===== config.mk =====
export PLATFORM = sky130hd
export DESIGN_NAME = pflc_top
export DESIGN_NICKNAME = d
export VERILOG_FILES = /design/src/pflc_pkg.sv /design/src/pflc_debounce.sv /design/src/pflc_interval.sv /design/src/pflc_top.sv
export VERILOG_INCLUDE_DIRS = /design/src
export SDC_FILE = /design/constraint.sdc
export NUM_CORES = 1
export LEC_CHECK = 0
export CELL_PAD_IN_SITES_DETAIL_PLACEMENT = 0
export CELL_PAD_IN_SITES_GLOBAL_PLACEMENT = 1
export CORE_ASPECT_RATIO = 0.8
export CORE_UTILIZATION = 45
export CTS_BUF_LIST = sky130_fd_sc_hd__clkbuf_8
export DETAILED_ROUTE_END_ITERATION = 10
export DONT_BUFFER_PORTS = 1
export GPL_ROUTABILITY_DRIVEN = 0
export PLACE_DENSITY = 0.82
export SYNTH_ARGS = -nofsm -noshare
export SYNTH_HDL_FRONTEND = slang
export SYNTH_HIERARCHICAL = 1
export SYNTH_SLANG_ARGS = --single-unit

===== constraint.sdc =====
create_clock -name clock -period 3.1 [get_ports clock]
set_input_delay 0.465 -clock clock [delete_from_list [all_inputs] [get_ports clock]]
set_output_delay 0.465 -clock clock [all_outputs]
set_load 0.02 [all_outputs]

===== src/pflc_params.svh =====
// Purpose: Constants for the power-fail lock-out control block.
// Assumes: 40 MHz clock and a 1 us internal timebase tick.
// Notes:   Included by every design file of the block.
`ifndef PFLC_PARAMS_SVH
`define PFLC_PARAMS_SVH

`define PFLC_ADDR_W          5
`define PFLC_DATA_W          8
`define PFLC_SAVE_W          32

// Timebase.
`define PFLC_CLK_PERIOD_NS   25
`define PFLC_TICK_NS         1000
`define PFLC_TICK_CYCLES     (`PFLC_TICK_NS / `PFLC_CLK_PERIOD_NS)
`define PFLC_DIV_W           6

// Intervals as printed, then in ticks.
`define PFLC_DEB_MIN_US      30
`define PFLC_DEB_MAX_US      63
`define PFLC_DELAY_US        480
`define PFLC_STROBE_US       30
`define PFLC_DEB_TICKS       (((`PFLC_DEB_MIN_US * 1000 + `PFLC_TICK_NS - 1) / `PFLC_TICK_NS) + 2)
`define PFLC_DELAY_TICKS     ((`PFLC_DELAY_US * 1000) / `PFLC_TICK_NS)
`define PFLC_STROBE_TICKS    (((`PFLC_STROBE_US * 1000 + `PFLC_TICK_NS - 1) / `PFLC_TICK_NS) + 1)
`define PFLC_CNT_W           10

// Register offsets.
`define PFLC_OFS_MAIN_STATUS 5'h00
`define PFLC_OFS_RT_MODE     5'h01
`define PFLC_OFS_PERIODIC    5'h03
`define PFLC_OFS_ROUTING     5'h04
`define PFLC_OFS_INT_CTRL0   5'h03
`define PFLC_OFS_INT_CTRL1   5'h04

// Field positions.
`define PFLC_MSR_IRQ_BIT     0
`define PFLC_MSR_PF_BIT      1
`define PFLC_MSR_LOWBAT_BIT  6
`define PFLC_MSR_RSEL_BIT    7
`define PFLC_RTM_START_BIT   3
`define PFLC_RTM_TMR_PF_BIT  6
`define PFLC_RTM_INT_PF_BIT  7
`define PFLC_PFR_OSC_BIT     6
`define PFLC_RTE_ROUTE_BIT   0
`define PFLC_RTE_DELAY_BIT   3
`define PFLC_IC0_TSE_BIT     7
`define PFLC_IC1_PFIE_BIT    7

`define PFLC_DATA_ZERO       8'h00

`endif


===== src/pflc_pkg.sv =====
// Purpose: Types shared by the power-fail lock-out control block.
// Assumes: Nothing beyond the constants header.
// Notes:   Pins travel as packed out/enable pairs.
`default_nettype none
`include "pflc_params.svh"
package pflc_pkg;

  typedef struct packed {
    logic value;
    logic oe;
  } pflc_pin_t;

  typedef struct packed {
    logic cs;
    logic rd;
    logic wr;
    logic [`PFLC_ADDR_W-1:0] addr;
    logic [`PFLC_DATA_W-1:0] data;
  } pflc_bus_t;

  typedef enum logic [1:0] {
    PFLC_RUN    = 2'b00,
    PFLC_DELAY  = 2'b01,
    PFLC_LOCKED = 2'b10
  } pflc_lock_t;

endpackage
`default_nettype wire


===== src/pflc_debounce.sv =====
// Purpose: Two-way debounce of a synchronised level on the timebase tick.
// Assumes: tick is a one-cycle pulse every microsecond.
// Notes:   The level must stay changed for a full run of ticks to flip.
`timescale 1ns/1ps
`default_nettype none
`include "pflc_params.svh"
module pflc_debounce (
  // Clock and reset
  input  wire logic clock,
  input  wire logic sys_rst,
  // Control
  input  wire logic tick,
  input  wire logic enable,
  input  wire logic level_in,
  // Result
  output logic      level_out
);
  import pflc_pkg::*;

  logic [`PFLC_CNT_W-1:0] count;

  // A disabled sensor holds its last verdict and restarts from zero.
  always_ff @(posedge clock or posedge sys_rst) begin
    if (sys_rst) begin
      count     <= '0;
      level_out <= 1'b0;
    end else if (!enable || level_in == level_out) begin
      count <= '0;
    end else if (tick) begin
      if (count == `PFLC_CNT_W'(`PFLC_DEB_TICKS - 1)) begin
        level_out <= level_in;
        count     <= '0;
      end else begin
        count <= count + `PFLC_CNT_W'(1);
      end
    end
  end

endmodule
`default_nettype wire


===== src/pflc_interval.sv =====
// Purpose: Interval timer counting timebase ticks while run is high.
// Assumes: tick is a one-cycle pulse every microsecond.
// Notes:   done stays high until run drops; dropping run clears it.
`timescale 1ns/1ps
`default_nettype none
`include "pflc_params.svh"
module pflc_interval #(
  parameter int LIMIT = 1
) (
  // Clock and reset
  input  wire logic clock,
  input  wire logic sys_rst,
  // Control
  input  wire logic tick,
  input  wire logic run,
  // Result
  output logic      done
);
  import pflc_pkg::*;

  logic [`PFLC_CNT_W-1:0] count;

  always_ff @(posedge clock or posedge sys_rst) begin
    if (sys_rst) begin
      count <= '0;
      done  <= 1'b0;
    end else if (!run) begin
      count <= '0;
      done  <= 1'b0;
    end else if (tick && !done) begin
      if (count == `PFLC_CNT_W'(LIMIT - 1)) begin
        done <= 1'b1;
      end
      count <= count + `PFLC_CNT_W'(1);
    end
  end

endmodule
`default_nettype wire


===== src/pflc_top.sv =====
// Purpose: Power-failure supervision, bus lock-out and pin isolation.
// Assumes: Bus and pin inputs are asynchronous; standby and battery
//          comparator results arrive already on this clock.
// Notes:   Timer and clock counter logic live outside this block.
//
// Function
// Power-fail input low counts only after a 30 to 63 us debounce.
// Debounce expiry raises the internal power-failing signal and interrupt.
// Without lock-out delay, bus disconnects within 30 to 63 us.
// With lock-out delay set, bus stays usable 480 us, then locks.
// Host clearing the delay bit forces lock-out at once.
// Strobe held over 30 us after failure with chip select forces lock.
// Locked: bus ignored; gates live until standby; outputs open drain (the block makes them open drain only in standby).
// Timer and interrupt power-fail bits choose run or stop after failure.
// Stay locked while input low; unlock after a second debounce.
// Interrupt enable low still locks out but gives no interrupt.
// Interrupt enable low also freezes the low-battery status.
// Low-battery set only on main supply with battery below about 2.1V.
// Initial power-up sets oscillator-fail flag and clears clock start.
// Oscillator-fail flag holds until software starts the clock.
// Host writes periodic bit D6 low for battery mode; flag unaffected.
// Time-save enable copies the running counters continuously.
// Switching to battery clears time-save enable; software may clear.
// Standby follows the supply comparator, independent of power-fail.
// Power-fail sensing is switched off in battery standby.
// Single-supply use: software sets single-supply bit, disables interrupt.
// Power-fail status mirrors the internal signal; only power clears it.
// Route bit sends the power-fail interrupt to irq or multifunction.
// Standby is a synchronous input; intervals come from a fixed tick.
`timescale 1ns/1ps
`default_nettype none
`include "pflc_params.svh"
module pflc_top (
  // Clock and reset
  input  wire logic                     clock,
  input  wire logic                     sys_rst,
  // Host parallel bus pins, strobes active low
  input  wire logic                     chip_sel_n,
  input  wire logic                     read_n,
  input  wire logic                     write_n,
  input  wire logic [`PFLC_ADDR_W-1:0]  addr,
  input  wire logic [`PFLC_DATA_W-1:0]  data_in,
  output logic      [`PFLC_DATA_W-1:0]  data_out,
  output logic                          data_oe,
  // Power supervision
  input  wire logic                     power_fail_in_n,
  input  wire logic                     standby,
  input  wire logic                     battery_low,
  // Timer pins and levels
  input  wire logic                     gate_in_zero,
  input  wire logic                     gate_in_one,
  input  wire logic                     timer_clock_in,
  input  wire logic                     timer_one_level,
  input  wire logic                     multifunction_level,
  output logic                          gate_zero_live,
  output logic                          gate_one_live,
  output logic                          timer_clock_live,
  output pflc_pkg::pflc_pin_t           irq_out,
  output pflc_pkg::pflc_pin_t           multifunction_out,
  output pflc_pkg::pflc_pin_t           timer_one_out,
  // Run permissions and time save
  input  wire logic [`PFLC_SAVE_W-1:0]  clock_count,
  output logic      [`PFLC_SAVE_W-1:0]  saved_time,
  output logic                          timers_run,
  output logic                          interrupts_run,
  output logic                          clock_start,
  output logic                          bus_locked
);
  import pflc_pkg::*;

  // Timebase divider.
  logic [`PFLC_DIV_W-1:0] div_count;
  logic                   tick;

  always_ff @(posedge clock or posedge sys_rst) begin
    if (sys_rst) begin
      div_count <= '0;
      tick      <= 1'b0;
    end else if (div_count == `PFLC_DIV_W'(`PFLC_TICK_CYCLES - 1)) begin
      div_count <= '0;
      tick      <= 1'b1;
    end else begin
      div_count <= div_count + `PFLC_DIV_W'(1);
      tick      <= 1'b0;
    end
  end

  // Two-flop synchronisers for every pin input.
  pflc_bus_t bus_meta;
  pflc_bus_t bus_sync;
  logic [3:0] pin_meta;
  logic [3:0] pin_sync;

  always_ff @(posedge clock or posedge sys_rst) begin
    if (sys_rst) begin
      bus_meta <= '0;
      bus_sync <= '0;
      pin_meta <= '0;
      pin_sync <= '0;
    end else begin
      bus_meta <= '{cs: ~chip_sel_n, rd: ~read_n, wr: ~write_n,
                    addr: addr, data: data_in};
      bus_sync <= bus_meta;
      pin_meta <= {~power_fail_in_n, gate_in_zero, gate_in_one,
                   timer_clock_in};
      pin_sync <= pin_meta;
    end
  end

  logic pf_raw;
  assign pf_raw = pin_sync[3];

  // Power-fail debounce in both directions.
  logic pf_failing;
  logic pf_failing_q;
  logic pf_detect;

  pflc_debounce u_pf_debounce (
    .clock     (clock),
    .sys_rst   (sys_rst),
    .tick      (tick),
    .enable    (~standby),
    .level_in  (pf_raw),
    .level_out (pf_failing)
  );

  always_ff @(posedge clock or posedge sys_rst) begin
    if (sys_rst) begin
      pf_failing_q <= 1'b0;
    end else begin
      pf_failing_q <= pf_failing;
    end
  end

  assign pf_detect = pf_failing & ~pf_failing_q;

  // Control registers.
  logic rsel;
  logic pf_route;
  logic delay_en;
  logic pf_int_en;
  logic tse;
  logic tmr_pf_run;
  logic int_pf_run;
  logic single_supply;
  logic osc_fail;
  logic low_bat;
  logic irq_status;

  logic       wr_q;
  logic       wr_commit;
  logic       bus_open;
  pflc_lock_t lock_state;

  assign bus_open  = (lock_state != PFLC_LOCKED) && !standby;
  assign wr_commit = bus_sync.cs && wr_q && !bus_sync.wr && bus_open;

  always_ff @(posedge clock or posedge sys_rst) begin
    if (sys_rst) begin
      wr_q <= 1'b0;
    end else begin
      wr_q <= bus_sync.wr;
    end
  end

  logic [`PFLC_DATA_W-1:0] wdata;
  logic [`PFLC_ADDR_W-1:0] waddr;
  assign wdata = bus_sync.data;
  assign waddr = bus_sync.addr;

  always_ff @(posedge clock or posedge sys_rst) begin
    if (sys_rst) begin
      rsel          <= 1'b0;
      pf_route      <= 1'b0;
      delay_en      <= 1'b0;
      pf_int_en     <= 1'b0;
      tmr_pf_run    <= 1'b0;
      int_pf_run    <= 1'b0;
      single_supply <= 1'b0;
      clock_start   <= 1'b0;
    end else if (wr_commit) begin
      if (waddr == `PFLC_OFS_MAIN_STATUS) begin
        rsel <= wdata[`PFLC_MSR_RSEL_BIT];
      end
      if (!rsel && waddr == `PFLC_OFS_ROUTING) begin
        pf_route <= wdata[`PFLC_RTE_ROUTE_BIT];
        delay_en <= wdata[`PFLC_RTE_DELAY_BIT];
      end
      if (!rsel && waddr == `PFLC_OFS_PERIODIC) begin
        single_supply <= wdata[`PFLC_PFR_OSC_BIT];
      end
      if (rsel && waddr == `PFLC_OFS_INT_CTRL1) begin
        pf_int_en <= wdata[`PFLC_IC1_PFIE_BIT];
      end
      if (rsel && waddr == `PFLC_OFS_RT_MODE) begin
        clock_start <= wdata[`PFLC_RTM_START_BIT];
        tmr_pf_run  <= wdata[`PFLC_RTM_TMR_PF_BIT];
        int_pf_run  <= wdata[`PFLC_RTM_INT_PF_BIT];
      end
    end
  end

  // Only the clock start clears the flag; the periodic register write
  // never reaches it, so battery-mode selection leaves it intact.
  always_ff @(posedge clock or posedge sys_rst) begin
    if (sys_rst) begin
      osc_fail <= 1'b1;
    end else if (wr_commit && rsel && waddr == `PFLC_OFS_RT_MODE &&
                 wdata[`PFLC_RTM_START_BIT]) begin
      osc_fail <= 1'b0;
    end
  end

  // Low-battery sampling is frozen with the interrupt enable low.
  always_ff @(posedge clock or posedge sys_rst) begin
    if (sys_rst) begin
      low_bat <= 1'b0;
    end else if (pf_int_en && !standby) begin
      low_bat <= battery_low;
    end
  end

  // Time save: the standby edge wins over a same-cycle software set,
  // since the copy must freeze at the switch to battery.
  logic standby_q;
  logic tse_wr;
  assign tse_wr = wr_commit && rsel && waddr == `PFLC_OFS_INT_CTRL0;

  always_ff @(posedge clock or posedge sys_rst) begin
    if (sys_rst) begin
      standby_q <= 1'b0;
      tse       <= 1'b0;
    end else begin
      standby_q <= standby;
      if (standby && !standby_q) begin
        tse <= 1'b0;
      end else if (tse_wr) begin
        tse <= wdata[`PFLC_IC0_TSE_BIT];
      end
    end
  end

  always_ff @(posedge clock or posedge sys_rst) begin
    if (sys_rst) begin
      saved_time <= '0;
    end else if (tse) begin
      saved_time <= clock_count;
    end
  end

  // Strobe watchdog: armed when failure lands during a selected access.
  logic strobe_armed;
  logic strobe_done;

  always_ff @(posedge clock or posedge sys_rst) begin
    if (sys_rst) begin
      strobe_armed <= 1'b0;
    end else if (!pf_failing || !(bus_sync.rd || bus_sync.wr)) begin
      strobe_armed <= 1'b0;
    end else if (pf_detect && bus_sync.cs) begin
      strobe_armed <= 1'b1;
    end
  end

  pflc_interval #(.LIMIT(`PFLC_STROBE_TICKS)) u_strobe_timer (
    .clock   (clock),
    .sys_rst (sys_rst),
    .tick    (tick),
    .run     (strobe_armed),
    .done    (strobe_done)
  );

  // Lock-out state machine.
  logic       delay_done;

  pflc_interval #(.LIMIT(`PFLC_DELAY_TICKS)) u_delay_timer (
    .clock   (clock),
    .sys_rst (sys_rst),
    .tick    (tick),
    .run     (lock_state == PFLC_DELAY),
    .done    (delay_done)
  );

  always_ff @(posedge clock or posedge sys_rst) begin
    if (sys_rst) begin
      lock_state <= PFLC_RUN;
    end else begin
      unique case (lock_state)
        PFLC_RUN: begin
          if (pf_failing && delay_en) begin
            lock_state <= PFLC_DELAY;
          end else if (pf_failing) begin
            lock_state <= PFLC_LOCKED;
          end
        end
        PFLC_DELAY: begin
          if (!pf_failing) begin
            lock_state <= PFLC_RUN;
          end else if (!delay_en || delay_done || strobe_done) begin
            lock_state <= PFLC_LOCKED;
          end
        end
        PFLC_LOCKED: begin
          if (!pf_failing) begin
            lock_state <= PFLC_RUN;
          end
        end
        default: begin
          lock_state <= PFLC_LOCKED;
        end
      endcase
    end
  end

  // Interrupt: level while failing and enabled; cannot be cleared.
  logic pf_irq;
  logic irq_level;
  logic mfo_level;

  assign pf_irq    = pf_failing && pf_int_en;
  assign irq_level = pf_irq && !pf_route;
  assign mfo_level = (pf_irq && pf_route) || multifunction_level;

  always_ff @(posedge clock or posedge sys_rst) begin
    if (sys_rst) begin
      irq_status <= 1'b0;
    end else begin
      irq_status <= pf_irq;
    end
  end

  // Register read path.
  logic [`PFLC_DATA_W-1:0] next_rd_data;

  always_comb begin
    next_rd_data = `PFLC_DATA_ZERO;
    if (bus_sync.addr == `PFLC_OFS_MAIN_STATUS) begin
      next_rd_data[`PFLC_MSR_IRQ_BIT]    = irq_status;
      next_rd_data[`PFLC_MSR_PF_BIT]     = pf_failing;
      next_rd_data[`PFLC_MSR_LOWBAT_BIT] = low_bat;
      next_rd_data[`PFLC_MSR_RSEL_BIT]   = rsel;
    end else if (!rsel && bus_sync.addr == `PFLC_OFS_ROUTING) begin
      next_rd_data[`PFLC_RTE_ROUTE_BIT] = pf_route;
      next_rd_data[`PFLC_RTE_DELAY_BIT] = delay_en;
    end else if (!rsel && bus_sync.addr == `PFLC_OFS_PERIODIC) begin
      next_rd_data[`PFLC_PFR_OSC_BIT] = osc_fail;
    end else if (rsel && bus_sync.addr == `PFLC_OFS_INT_CTRL1) begin
      next_rd_data[`PFLC_IC1_PFIE_BIT] = pf_int_en;
    end else if (rsel && bus_sync.addr == `PFLC_OFS_INT_CTRL0) begin
      next_rd_data[`PFLC_IC0_TSE_BIT] = tse;
    end else if (rsel && bus_sync.addr == `PFLC_OFS_RT_MODE) begin
      next_rd_data[`PFLC_RTM_START_BIT]  = clock_start;
      next_rd_data[`PFLC_RTM_TMR_PF_BIT] = tmr_pf_run;
      next_rd_data[`PFLC_RTM_INT_PF_BIT] = int_pf_run;
    end
  end

  always_ff @(posedge clock or posedge sys_rst) begin
    if (sys_rst) begin
      data_out <= `PFLC_DATA_ZERO;
      data_oe  <= 1'b0;
    end else begin
      data_out <= next_rd_data;
      data_oe  <= bus_sync.cs && bus_sync.rd && bus_open;
    end
  end

  // Pin isolation and run permissions.
  always_ff @(posedge clock or posedge sys_rst) begin
    if (sys_rst) begin
      gate_zero_live    <= 1'b0;
      gate_one_live     <= 1'b0;
      timer_clock_live  <= 1'b0;
      irq_out           <= '0;
      multifunction_out <= '0;
      timer_one_out     <= '0;
      timers_run        <= 1'b1;
      interrupts_run    <= 1'b1;
      bus_locked        <= 1'b0;
    end else begin
      gate_zero_live   <= pin_sync[2] && !standby;
      gate_one_live    <= pin_sync[1] && !standby;
      timer_clock_live <= pin_sync[0] && !standby;
      // In standby the pins only ever pull low, as open drain.
      if (standby) begin
        irq_out           <= '{value: 1'b0, oe: ~irq_level};
        multifunction_out <= '{value: 1'b0, oe: ~mfo_level};
        timer_one_out     <= '{value: 1'b0, oe: ~timer_one_level};
      end else begin
        irq_out           <= '{value: irq_level, oe: 1'b1};
        multifunction_out <= '{value: mfo_level, oe: 1'b1};
        timer_one_out     <= '{value: timer_one_level, oe: 1'b1};
      end
      timers_run     <= !pf_failing || tmr_pf_run;
      interrupts_run <= !pf_failing || int_pf_run;
      bus_locked     <= !bus_open;
    end
  end

endmodule
`default_nettype wire


# [Word-level counts from Yosys, hierarchy flattened]
# Index checks and enable logic that the tools add are counted.
[totals] ff_bits=147 output_inout_bits=54 word_cells=188 inputBits=58
[op_classes] eq_ne=18 n_addsub=4 muxes=46 n_bitwise=10 reduce_logical=59
[ops] cell="$mux 10" n=7
[ops] cell="$add 10x1->10 const B" n=3
[ops] cell="$logic_and 1x1->1" n=27
[ops] cell="$mux 1" n=26
[ops] cell="$mux 2" n=11
[ops] cell="$eq 10x5->1 const B" n=2
[ops] cell="$reduce_and 2->1" n=6
[ops] cell="$logic_not 1->1" n=11
[ops] cell="$eq 10x9->1 const B" n=1
[ops] cell="$not 1->1" n=9
[ops] cell="$logic_or 1x1->1" n=8
[ops] cell="$ne 2x2->1 const B" n=4
[ops] cell="$add 6x1->6 const B" n=1
[ops] cell="$eq 6x6->1 const B" n=1
[ops] cell="$mux 6" n=1
[ops] cell="$pmux 2 s3" n=1
[ops] cell="$reduce_and 3->1" n=2
[ops] cell="$reduce_bool 2->1" n=3
[ops] cell="$eq 5x1->1 const B" n=1
[ops] cell="$eq 5x2->1 const B" n=1
[ops] cell="$eq 5x3->1 const B" n=1
[ops] cell="$logic_not 5->1" n=1
[ops] cell="$ne 2x1->1 const B" n=2
[ops] cell="$ne 3x2->1 const B" n=1
[ops] cell="other kinds (6)" n=6

# [Logic depth before layout (Yosys ltp)]
# Gate-level depths: netlist of run 1.
[logic_depth] word_depth=8 ltp_mapped=6

# [Cells and area by module]
# The synthesis of run 1 kept the hierarchy.
[modules_own_cells] mod="pflc_top" cells_each=241 instances=1 area_each_um2=3694.8 seq_area_each_um2=2656.3
[modules_own_cells] mod="pflc_debounce" cells_each=66 instances=1 area_each_um2=625.6 seq_area_each_um2=275.3
[modules_own_cells] mod="pflc_interval (u_strobe_timer)" cells_each=61 instances=1 area_each_um2=600.6 seq_area_each_um2=275.3
[modules_own_cells] mod="pflc_interval (u_delay_timer)" cells_each=60 instances=1 area_each_um2=570.5 seq_area_each_um2=275.3

# [Least setup slack after synthesis of run 1]
# OpenSTA, ideal clock, no wires.
[synth_timing] kind="flip-flop to flip-flop" start="register u_pf_debounce.count[0]" end="register u_pf_debounce.count[8]" setup_ps=83 path_buffers=0 t_arrival_ps=1671 path_slack_ps=1346 path_stages_with_launch=6 path_cell_list="dfrtp_1 -> ha_1 -> and4_2 -> nand3b_1 -> or4b_2 -> o21ai_0"
[synth_between] elab_chain_cells=4 word_cells_on_any_way=5 classes_between="1 x add/sub; 1 x eq/ne; 3 x mux"
[synth_rtl] element="start: declaration" line="pflc_debounce.sv:20" text="logic [`PFLC_CNT_W-1:0] count;"
[synth_rtl] element="start signal: assignment" line="pflc_debounce.sv:34" text="count <= count + `PFLC_CNT_W'(1);"
[synth_rtl] element="$add 10x1->10 / $eq 10x5->1 (equally long branches)" line="pflc_debounce.sv:34, pflc_debounce.sv:30"
[synth_rtl] element="$mux 10 *" line="pflc_debounce.sv:30" text="if (count == `PFLC_CNT_W'(`PFLC_DEB_TICKS - 1)) begin"
[synth_rtl] element="$mux 10 *" line="pflc_debounce.sv:29" text="end else if (tick) begin"
[synth_rtl] element="$mux 10 *" line="pflc_debounce.sv:27" text="end else if (!enable || level_in == level_out) begin"
# Every way passes the cells marked *; elsewhere a longest branch is shown, timed or not. The select of a mux whose other input is x is not followed.
# A chain may end at the register's enable or synchronous reset.

# [Worst setup path after layout of run 1]
# Same ends and word-level chain as after synthesis.

==> flow_summary.toml, run 1 <==
[route]
dr.pass1.iters = 7
wl_mm = 9.852
drtAntennaViolNets = 0
drtIter0Drc = 248
viasPerCell = 5.451
drc_errors = 2
drt-wirelength-per-cell_um = 16.39
vias = 3276

[logic_synthesis]
post_synth.cell_area_avg_um2 = 12.83
synth.largest_area_cell = "dfrtp_1"
postSynth.asyncResetShare_pct = 100.0
ys_seq_elements = 139
ys_top_cells_by_count = "dfrtp_1, mux2_2, nand2_1"
synth_warnings = 6
synth_seq_area_share_pct = 63.41
synth_flop_cell = "dfrtp_1"
syn_area_um2 = 5492
yosys.cell_count.top_type = "dfrtp_1"
syn_inst = 428
synth_top_area_share_pct = 61.97
yosysUniqueCellTypes = 60
synth_edf_count = 0
synth_area_leaders = "dfrtp_1, mux2_2, nand2_1"

[pwr]
netSwitchingFraction_pct = 23.75
comb_power_share_pct = 2.1
p_switching_uw = 797.4
ir_drop_mv = 0.3492
powerDensity_nw_per_um2 = 555.3
power_frac_clock_pct = 42.2
internal_power_uw = 2561
pwr-share-seq_pct = 55.7
p_leak_uw = 0.002666
p_total_uw = 3358

[die]
fp.dieArea_um2 = 12650
die-width_um = 125.5
initial_core_util_pct = 46.97
row_count = 35
boundaryPins = 112
coreArea_um2 = 11690
die_h_um = 100.8

[grt]
grt_antenna_before_repair = 0
grt_pass1_vias = 3277
grt.total_usage_pct = 16.70
grt_max_degree = 59
grt_pass1_wl_mm = 16.04
grt_overflow = 0

[setup_path]
reg2reg_from = "u_pf_debounce/count[0]"
cp.arrival_ns = 2.51
path_class = "reg2reg"
worstPathRequired_ns = 3.45
r2r_cells = 5
start_kind = "flip-flop"
cp-startpoint = "u_pf_debounce/count[0]"
end_kind = "flip-flop"
cp_max_fo = 14

[clocking]
cts_hold_buffers = 1
numCtsBuffers = 17
clkTransAtPathRegs_ns = 0.08
clkLatencyLatePin_ns = 0.43
cts_sinks = 139
cts_tree = "yes"
ctsResizeCount = 0
cts_setup_buffers = 0
clock-root-buffer = "clkbuf_8"
cts_max_path_buffers = 2
htreeDepth = 4

[sta]
grt_setup_unrepaired = "false"
hold_violations = 0
period_minus_slack_ns = 2.157
finalSetupViolCount = 0
relSlewSlack_pct = 66.42
fmax_mhz = 463.7
worst_pin_slew_ns = 0.5022
fin_crit_sh_pct = 69.56
slew_violations = 0
skew_ns = 0.01046
setup_tns_ns = 0

[run_status]
status = "finished with violations"
violations = "DRC"

[cells_and_area]
drive_gt1_share_pct = 20.09
final_nets = 504
multiInputGateArea_um2 = 1856
area.sequential_um2 = 3482
fin_util_pct = 51.72
antenna_cells = 0
nFillCells = 995
area_growth_pct = 10.12

[place]
hpwlAfterDp_mm = 6.844
port_buffers = 0

[min_path]
hold_depth = 0
hold_class = "in2reg"
min-delay-start = "data_in[7]"

[flow_run]
maxCapViolCount = 0
[worst paths after layout]
check / endpoint / slack, ns
worst min register to register: wdata[3] / 0.35
min in group asynchronous: bus_locked / 0.56
worst max register to register: u_pf_debounce/count[8] / 0.94
max in group asynchronous: timer_clock_live / 1.82
worst min-delay path: bus_meta[7] / 0.05
worst max-delay path: u_pf_debounce/count[8] / 0.94
[cells by family after synthesis]
kind of cell	share of synthesized area [%]
buffers and inverters	2.939
muxes	9.159
adders and majority gates	1.139
xor gates and xnor gates	1.595
DFF	63.41
AOI/OAI and AO/OA	6.380
and+or+nand+nor	15.31
other	0.06829
[cell type report]
class / count / share of cell area, %
multi-input combinational: 257 / 30.68
clock buffer: 19 / 4.324
timing repair buffer: 4 / 0.7449
inverter: 22 / 1.428
clock inverter: 12 / 2.173
tap: 148 / 3.062
sequential: 139 / 57.58
[critical path, cell delays in order, from the launching register on]
cell and delay [ns]:
dfrtp_1 0.42, ha_1 0.26, and4_2 0.28, nand3b_1 0.40, or4b_2 0.62, o21ai_0 0.09
[stage by stage]
stage / instances / setup slack [ns] / hold WS (ns) / instance area, um^2
floorplan: 430 / 1.346 / 0.3174 / 5503
global placement: 569 / 1.023 / 0.3117 / 5644
detailed placement: 569 / 0.9857 / 0.3172 / 5644
CTS: 601 / 0.9572 / 0.01871 / 6047
global route: 601 / 0.8143 / 0.007832 / 6047
finish: 601 / 0.9435 / 0.04949 / 6047
[layer usage]
metal / track usage, % / share of wire [%]
met5: 0 / 0
met4: 7.880 / 1.4
met3: 5.414 / 5.5
met2: 25.81 / 49
met1: 21.51 / 44
[sequential cells by signal, summed over array words and instances (netlist names), 2 cells and up]
register / cells
saved_time: 32
bus_meta: 12
u_delay_timer/count: 10
u_pf_debounce/count: 10
u_strobe_timer/count: 10
div_count: 6
data_out: 5
waddr: 5
pin_meta: 4
pin_sync: 4
wdata: 4
bus_sync: 3
irq_out: 2
lock_state: 2
multifunction_out: 2
timer_one_out: 2
[cell usage in the layout, fill, tap and decap left out, drive strengths merged, types with 5 or more instances in the layout]
cell	n
a21oi	17
a31oi	10
clkbuf	19
clkinv	5
dfrtp	136
ha	5
inv	27
mux2	39
mux2i	6
nand2	31
nand2b	11
nand3	8
nand3b	10
nand4	6
nor2	13
nor2b	7
nor4	8
o21a	5
o21ai	15
o31ai	6
or4	9
xor2	6
[power groups by stage]
stage          clock [uW]  combinational [uW]  sequential, uW
2_1_floorplan           0                57.2            1900
3_3_place_gp            0                68.6            1910
3_5_place_dp            0                70.5            1910
4_1_cts              1460                72.8            1870
5_1_grt              1540                81.2            1880
6_report             1420                69.7            1870
Note: power is estimated with default switching activity, not from simulation.
==> run 2, diff against run 1 <==
- PLACE_DENSITY: 0.82 -> 0.79
- clock period: 3.1 -> 2.15 ns (I/O delays scaled with it)
==> run 2 against run 1 <==
Compared with the run above:
- the run still ends with DRC left
- sequential share of layout area decreased by 2.5 points
- routed wire length increased by 2.9%
- worst hold slack got worse by 0.013 ns
- critical endpoint unchanged
- highest routed layer unchanged
==> flow_summary.toml, run 2 (synthesis gave the netlist of run 1 again) <==
[setup_path]
worstPathRequired_ns = 2.49
cp_max_fo = 6
path_class = "reg2reg"
cp.arrival_ns = 2.26
end_kind = "flip-flop"
start_kind = "flip-flop"

[place]
hpwlAfterDp_mm = 6.959
pre_cts_ws_ns = 0.2575
dp_cells = 573
port_buffers = 0
dpl-instance-area_um2 = 5687

[clocking]
htreeDepth = 4
clkLatencyLatePin_ns = 0.43
cts_sinks = 139
cts_max_path_buffers = 2
ctsResizeCount = 0
cts_tree = "yes"
clkTransAtPathRegs_ns = 0.08
clock-root-buffer = "clkbuf_8"
numCtsBuffers = 17

[sta]
fmax_mhz = 521.3
slew_violations = 0
layout_setup_ws_ns = 0.2318
finalSetupViolCount = 0
fin_crit_sh_pct = 89.22
relSlewSlack_pct = 53.94
setup_tns_ns = 0
grt_setup_unrepaired = "false"
worst_pin_slew_ns = 0.6895
hold_violations = 0
skew_ns = 0.01316
period_minus_slack_ns = 1.918

[cells_and_area]
largest_reg_flops = 32
mostFrequentLayoutCell = "dfrtp_1"
nFillCells = 981
final_nets = 535
area_growth_pct = 15.20
drive_gt1_share_pct = 19.79
fin_area_um2 = 6326
top_regs = "saved_time: 32 flops, bus_meta: 12 flops"
final_cell_mix = "dfrtp_1, mux2_2, nand2_1"
regMostFlops = "saved_time"
antenna_cells = 0
fin_cells = 633

[route]
viasPerCell = 5.267
drc_errors = 1
vias = 3334
drtIter0Drc = 233
drtAntennaViolNets = 0
drt-wirelength-per-cell_um = 16.01
dr.pass1.iters = 7
wl_mm = 10.14

[pwr]
powerDensity_nw_per_um2 = 749.5
ir_drop_mv = 0.6534
p_total_uw = 4741
p_leak_uw = 0.002784

[grt]
grt_pass1_wl_mm = 16.22
grt_antenna_before_repair = 0
grt.total_usage_pct = 16.83
grt_overflow = 0
grt_pass1_vias = 3314
grt_max_degree = 34

[run_status]
violations = "DRC"
status = "finished with violations"

[die]
coreArea_um2 = 11690
boundaryPins = 112
die-width_um = 125.5
die_h_um = 100.8
initial_core_util_pct = 46.97
row_count = 35
fp.dieArea_um2 = 12650

[min_path]
hold_class = "in2reg"

[flow_run]
maxCapViolCount = 0
## run 2: cell count changes in the layout (fill, tap and decap cells not counted)
cell,delta
clkbuf_8,-1
bufinv_16,-1
clkinvlp_4,+2
buf_4,+3
inv_8,-1
buf_12,+1
dlygate4sd3_1,+27
clkinv_2,+3
inv_6,+1
clkinv_4,-2
## run 2: repair_timing
item | CTS | global route
endpoints found under the hold margin | 85 | 9
buffers inserted | 0 | 0
hold buffers | 19 | 9
setup endpoints to repair | 0 | 0
## run 2: per-stage QoR
stage          hold WS, ns  util [%]
5_1_grt          0.0001513     54.10
3_3_place_gp        0.2316     48.64
6_report           0.03609     54.10
4_1_cts           0.001247     53.33
2_1_floorplan       0.1749         -
3_5_place_dp        0.2384     48.64
## run 2: layer usage
metal	vias to the layer above	global-route usage (%)	wire length (um)
met4	0	5.816	114
met2	73	25.60	4792
met1	1648	22.26	4632
met5	-	0	0
li1	1602	-	-
met3	11	6.316	596
## run 2: final cells by class
type,instances,area (um^2),area share [%]
clock buffer,18,247.7,3.916
clock inverter,14,111.4,1.760
inverter,22,86.33,1.365
multi-input combinational,257,1856,29.33
sequential,139,3482,55.04
tap,148,185.2,2.927
timing repair buffer,35,357.8,5.657
## run 2: worst max-delay path, cell delays in order (launching register included)
cell      delay, ns
dfrtp_1        0.43
ha_1           0.25
and4_2         0.26
nand3b_1       0.19
or4b_2         0.60
o21ai_0        0.10
## run 2: final timing paths
check / startpoint / end / slack, ns / cells after the start
worst max-delay path: u_pf_debounce/count[0] / u_pf_debounce/count[8] / 0.23 / 5
worst min-delay path: standby / multifunction_out[0] / 0.04 / 1
worst max register to register: u_pf_debounce/count[0] / u_pf_debounce/count[8] / 0.23 / 5
worst min register to register: pin_meta[3] / pin_sync[3] / 0.35 / 0
max in group asynchronous: sys_rst / timers_run / 0.92 / 3
min in group asynchronous: sys_rst / u_delay_timer/count[0] / 0.48 / 2
## run 2: power by group
group	internal [uW]	switching (uW)	total (uW)	leakage, uW
combinational	61.8	85.0	147	0.000784
clock	852	1040	1900	0.000183
sequential	2660	41.1	2700	0.00182
==> run 3, diff against run 2 <==
- PLACE_DENSITY: 0.79 -> default
- PLACE_DENSITY_LB_ADDON: default -> 0.15
==> run 3 against run 2 <==
Compared with the run above:
- the run still ends with DRC left
- final cell count is 1.4% lower
- die area stayed put
- total power is 0.23% higher
- clock skew is 0.0019 ns lower
- critical path depth stayed put
- non-clock buffer count is 9 lower
- utilization is 0.71 points lower
- critical endpoint unchanged
- largest power group unchanged
==> flow_summary.toml, run 3 (synthesis gave the netlist of run 1 again) <==
[sta]
slew_violations = 0
hold_violations = 0
finalSetupViolCount = 0
setup_tns_ns = 0
grt_setup_unrepaired = "false"
skew_ns = 0.01125
fmax_mhz = 522.9
fin_crit_sh_pct = 88.95
period_minus_slack_ns = 1.912
layout_setup_ws_ns = 0.2377

[cells_and_area]
final_cell_mix = "dfrtp_1, mux2_2, nand2_1"
largest_reg_flops = 32
area_growth_pct = 13.69
mostFrequentLayoutCell = "dfrtp_1"
top_regs = "saved_time: 32 flops, bus_meta: 12 flops"
fin_cells = 624
antenna_cells = 0
final_nets = 526
drive_gt1_share_pct = 19.96
regMostFlops = "saved_time"

[pwr]
p_leak_uw = 0.002745
ir_drop_mv = 0.5337
powerDensity_nw_per_um2 = 761.1

[min_path]
hold_depth = 1
worstHoldEndpoint = "low_bat"
hold_class = "in2reg"
min-delay-start = "battery_low"

[die]
boundaryPins = 112
coreArea_um2 = 11690
die_h_um = 100.8
die-width_um = 125.5
row_count = 35
initial_core_util_pct = 46.97
fp.dieArea_um2 = 12650

[grt]
grt_pass1_vias = 3230
grt_pass1_wl_mm = 15.73
grt_max_degree = 69
grt_overflow = 0
grt.total_usage_pct = 16.14
grt_antenna_before_repair = 0

[setup_path]
reg2reg_slack_ns = 0.24
r2r_end = "u_pf_debounce/count[8]"
end_kind = "flip-flop"
worstPathRequired_ns = 2.51
max_stage_delay_ns = 0.60
crit_chain = "ha_1 -> and4_2 -> nand3b_1 -> or4b_2 -> o21ai_0"
path_class = "reg2reg"
cp_max_fo = 6
r2r_cells = 5
start_kind = "flip-flop"
worst-path-buf-inv = 0
path_delay_family = "simple AND/OR/NAND/NOR gates"
reg2reg_from = "u_pf_debounce/count[0]"
critPathSlowestCell = "or4b_2"
cp.arrival_ns = 2.27

[route]
vias = 3335
drt-wirelength-per-cell_um = 15.33
viasPerCell = 5.345
wl_mm = 9.567
drc_errors = 8
drtAntennaViolNets = 0
dr.pass1.iters = 7
drtIter0Drc = 158

[run_status]
status = "finished with violations"
violations = "DRC"

[place]
pre_cts_ws_ns = 0.2643
dp_cells = 572
port_buffers = 0
hpwlAfterDp_mm = 6.629

[clocking]
numCtsBuffers = 17
cts_tree = "yes"
cts_hold_buffers = 20
cts_sinks = 139
htreeDepth = 4
clkLatencyLatePin_ns = 0.43
cts_setup_buffers = 0
cts_max_path_buffers = 2
clkTransAtPathRegs_ns = 0.09
ctsResizeCount = 0
clock-root-buffer = "clkbuf_8"

[flow_run]
maxCapViolCount = 0
run 3: cell count changes in the layout (fill, tap and decap cells not counted):
cell	change
buf_4	-1
clkbuf_8	-1
clkinv_2	-1
clkinv_4	-1
clkinvlp_4	+1
dlygate4sd3_1	-8
inv_6	-1
inv_8	+3
run 3: final cells by class:
cell class                      count  area [um^2]
Multi-Input combinational cell    257         1856
Sequential cell                   139         3482
Clock buffer                       17        234.0
Tap cell                          148        185.2
Inverter                           22        86.33
Clock inverter                     15        130.1
Timing Repair Buffer               26        270.3
Fill cell                         964         5449
run 3: power breakdown:
group | switching (uW) | internal (uW) | total, uW
logic | 81.5 | 51.1 | 133
clock network | 1080 | 839 | 1920
registers | 39.5 | 2660 | 2700
total | 1200 | 3550 | 4750
run 3: worst max-delay path by stage:
stage	start	endpoint	slack (ns)	cells after the start
after floorplan	u_pf_debounce/count[0]	u_pf_debounce/count[8]	0.40	5
after global placement	u_pf_debounce/count[0]	u_pf_debounce/count[8]	0.30	5
after detailed placement	u_pf_debounce/count[0]	u_pf_debounce/count[8]	0.26	5
after CTS	u_pf_debounce/count[0]	u_pf_debounce/count[8]	0.25	5
after global routing	u_pf_debounce/count[0]	u_pf_debounce/count[8]	0.13	5
final	u_pf_debounce/count[0]	u_pf_debounce/count[8]	0.24	5
run 3: per-stage QoR:
stage	utilization (%)	hold slack (ns)	area (um^2)	power, uW
floorplan	-	0.1749	5503	2823
global placement	48.57	0.2410	5679	2853
detailed placement	48.57	0.2396	5679	2854
CTS	53.40	0.001552	6243	4833
global route	53.40	0.001759	6243	4948
finish	53.40	0.03311	6243	4752
run 3: per-layer routing:
layer	GRT usage, %	vias up	wire length [um]
met5	0	-	0
met4	7.505	0	102
met3	5.149	8	577
met2	23.55	96	4247
met1	22.01	1651	4639
li1	-	1580	-
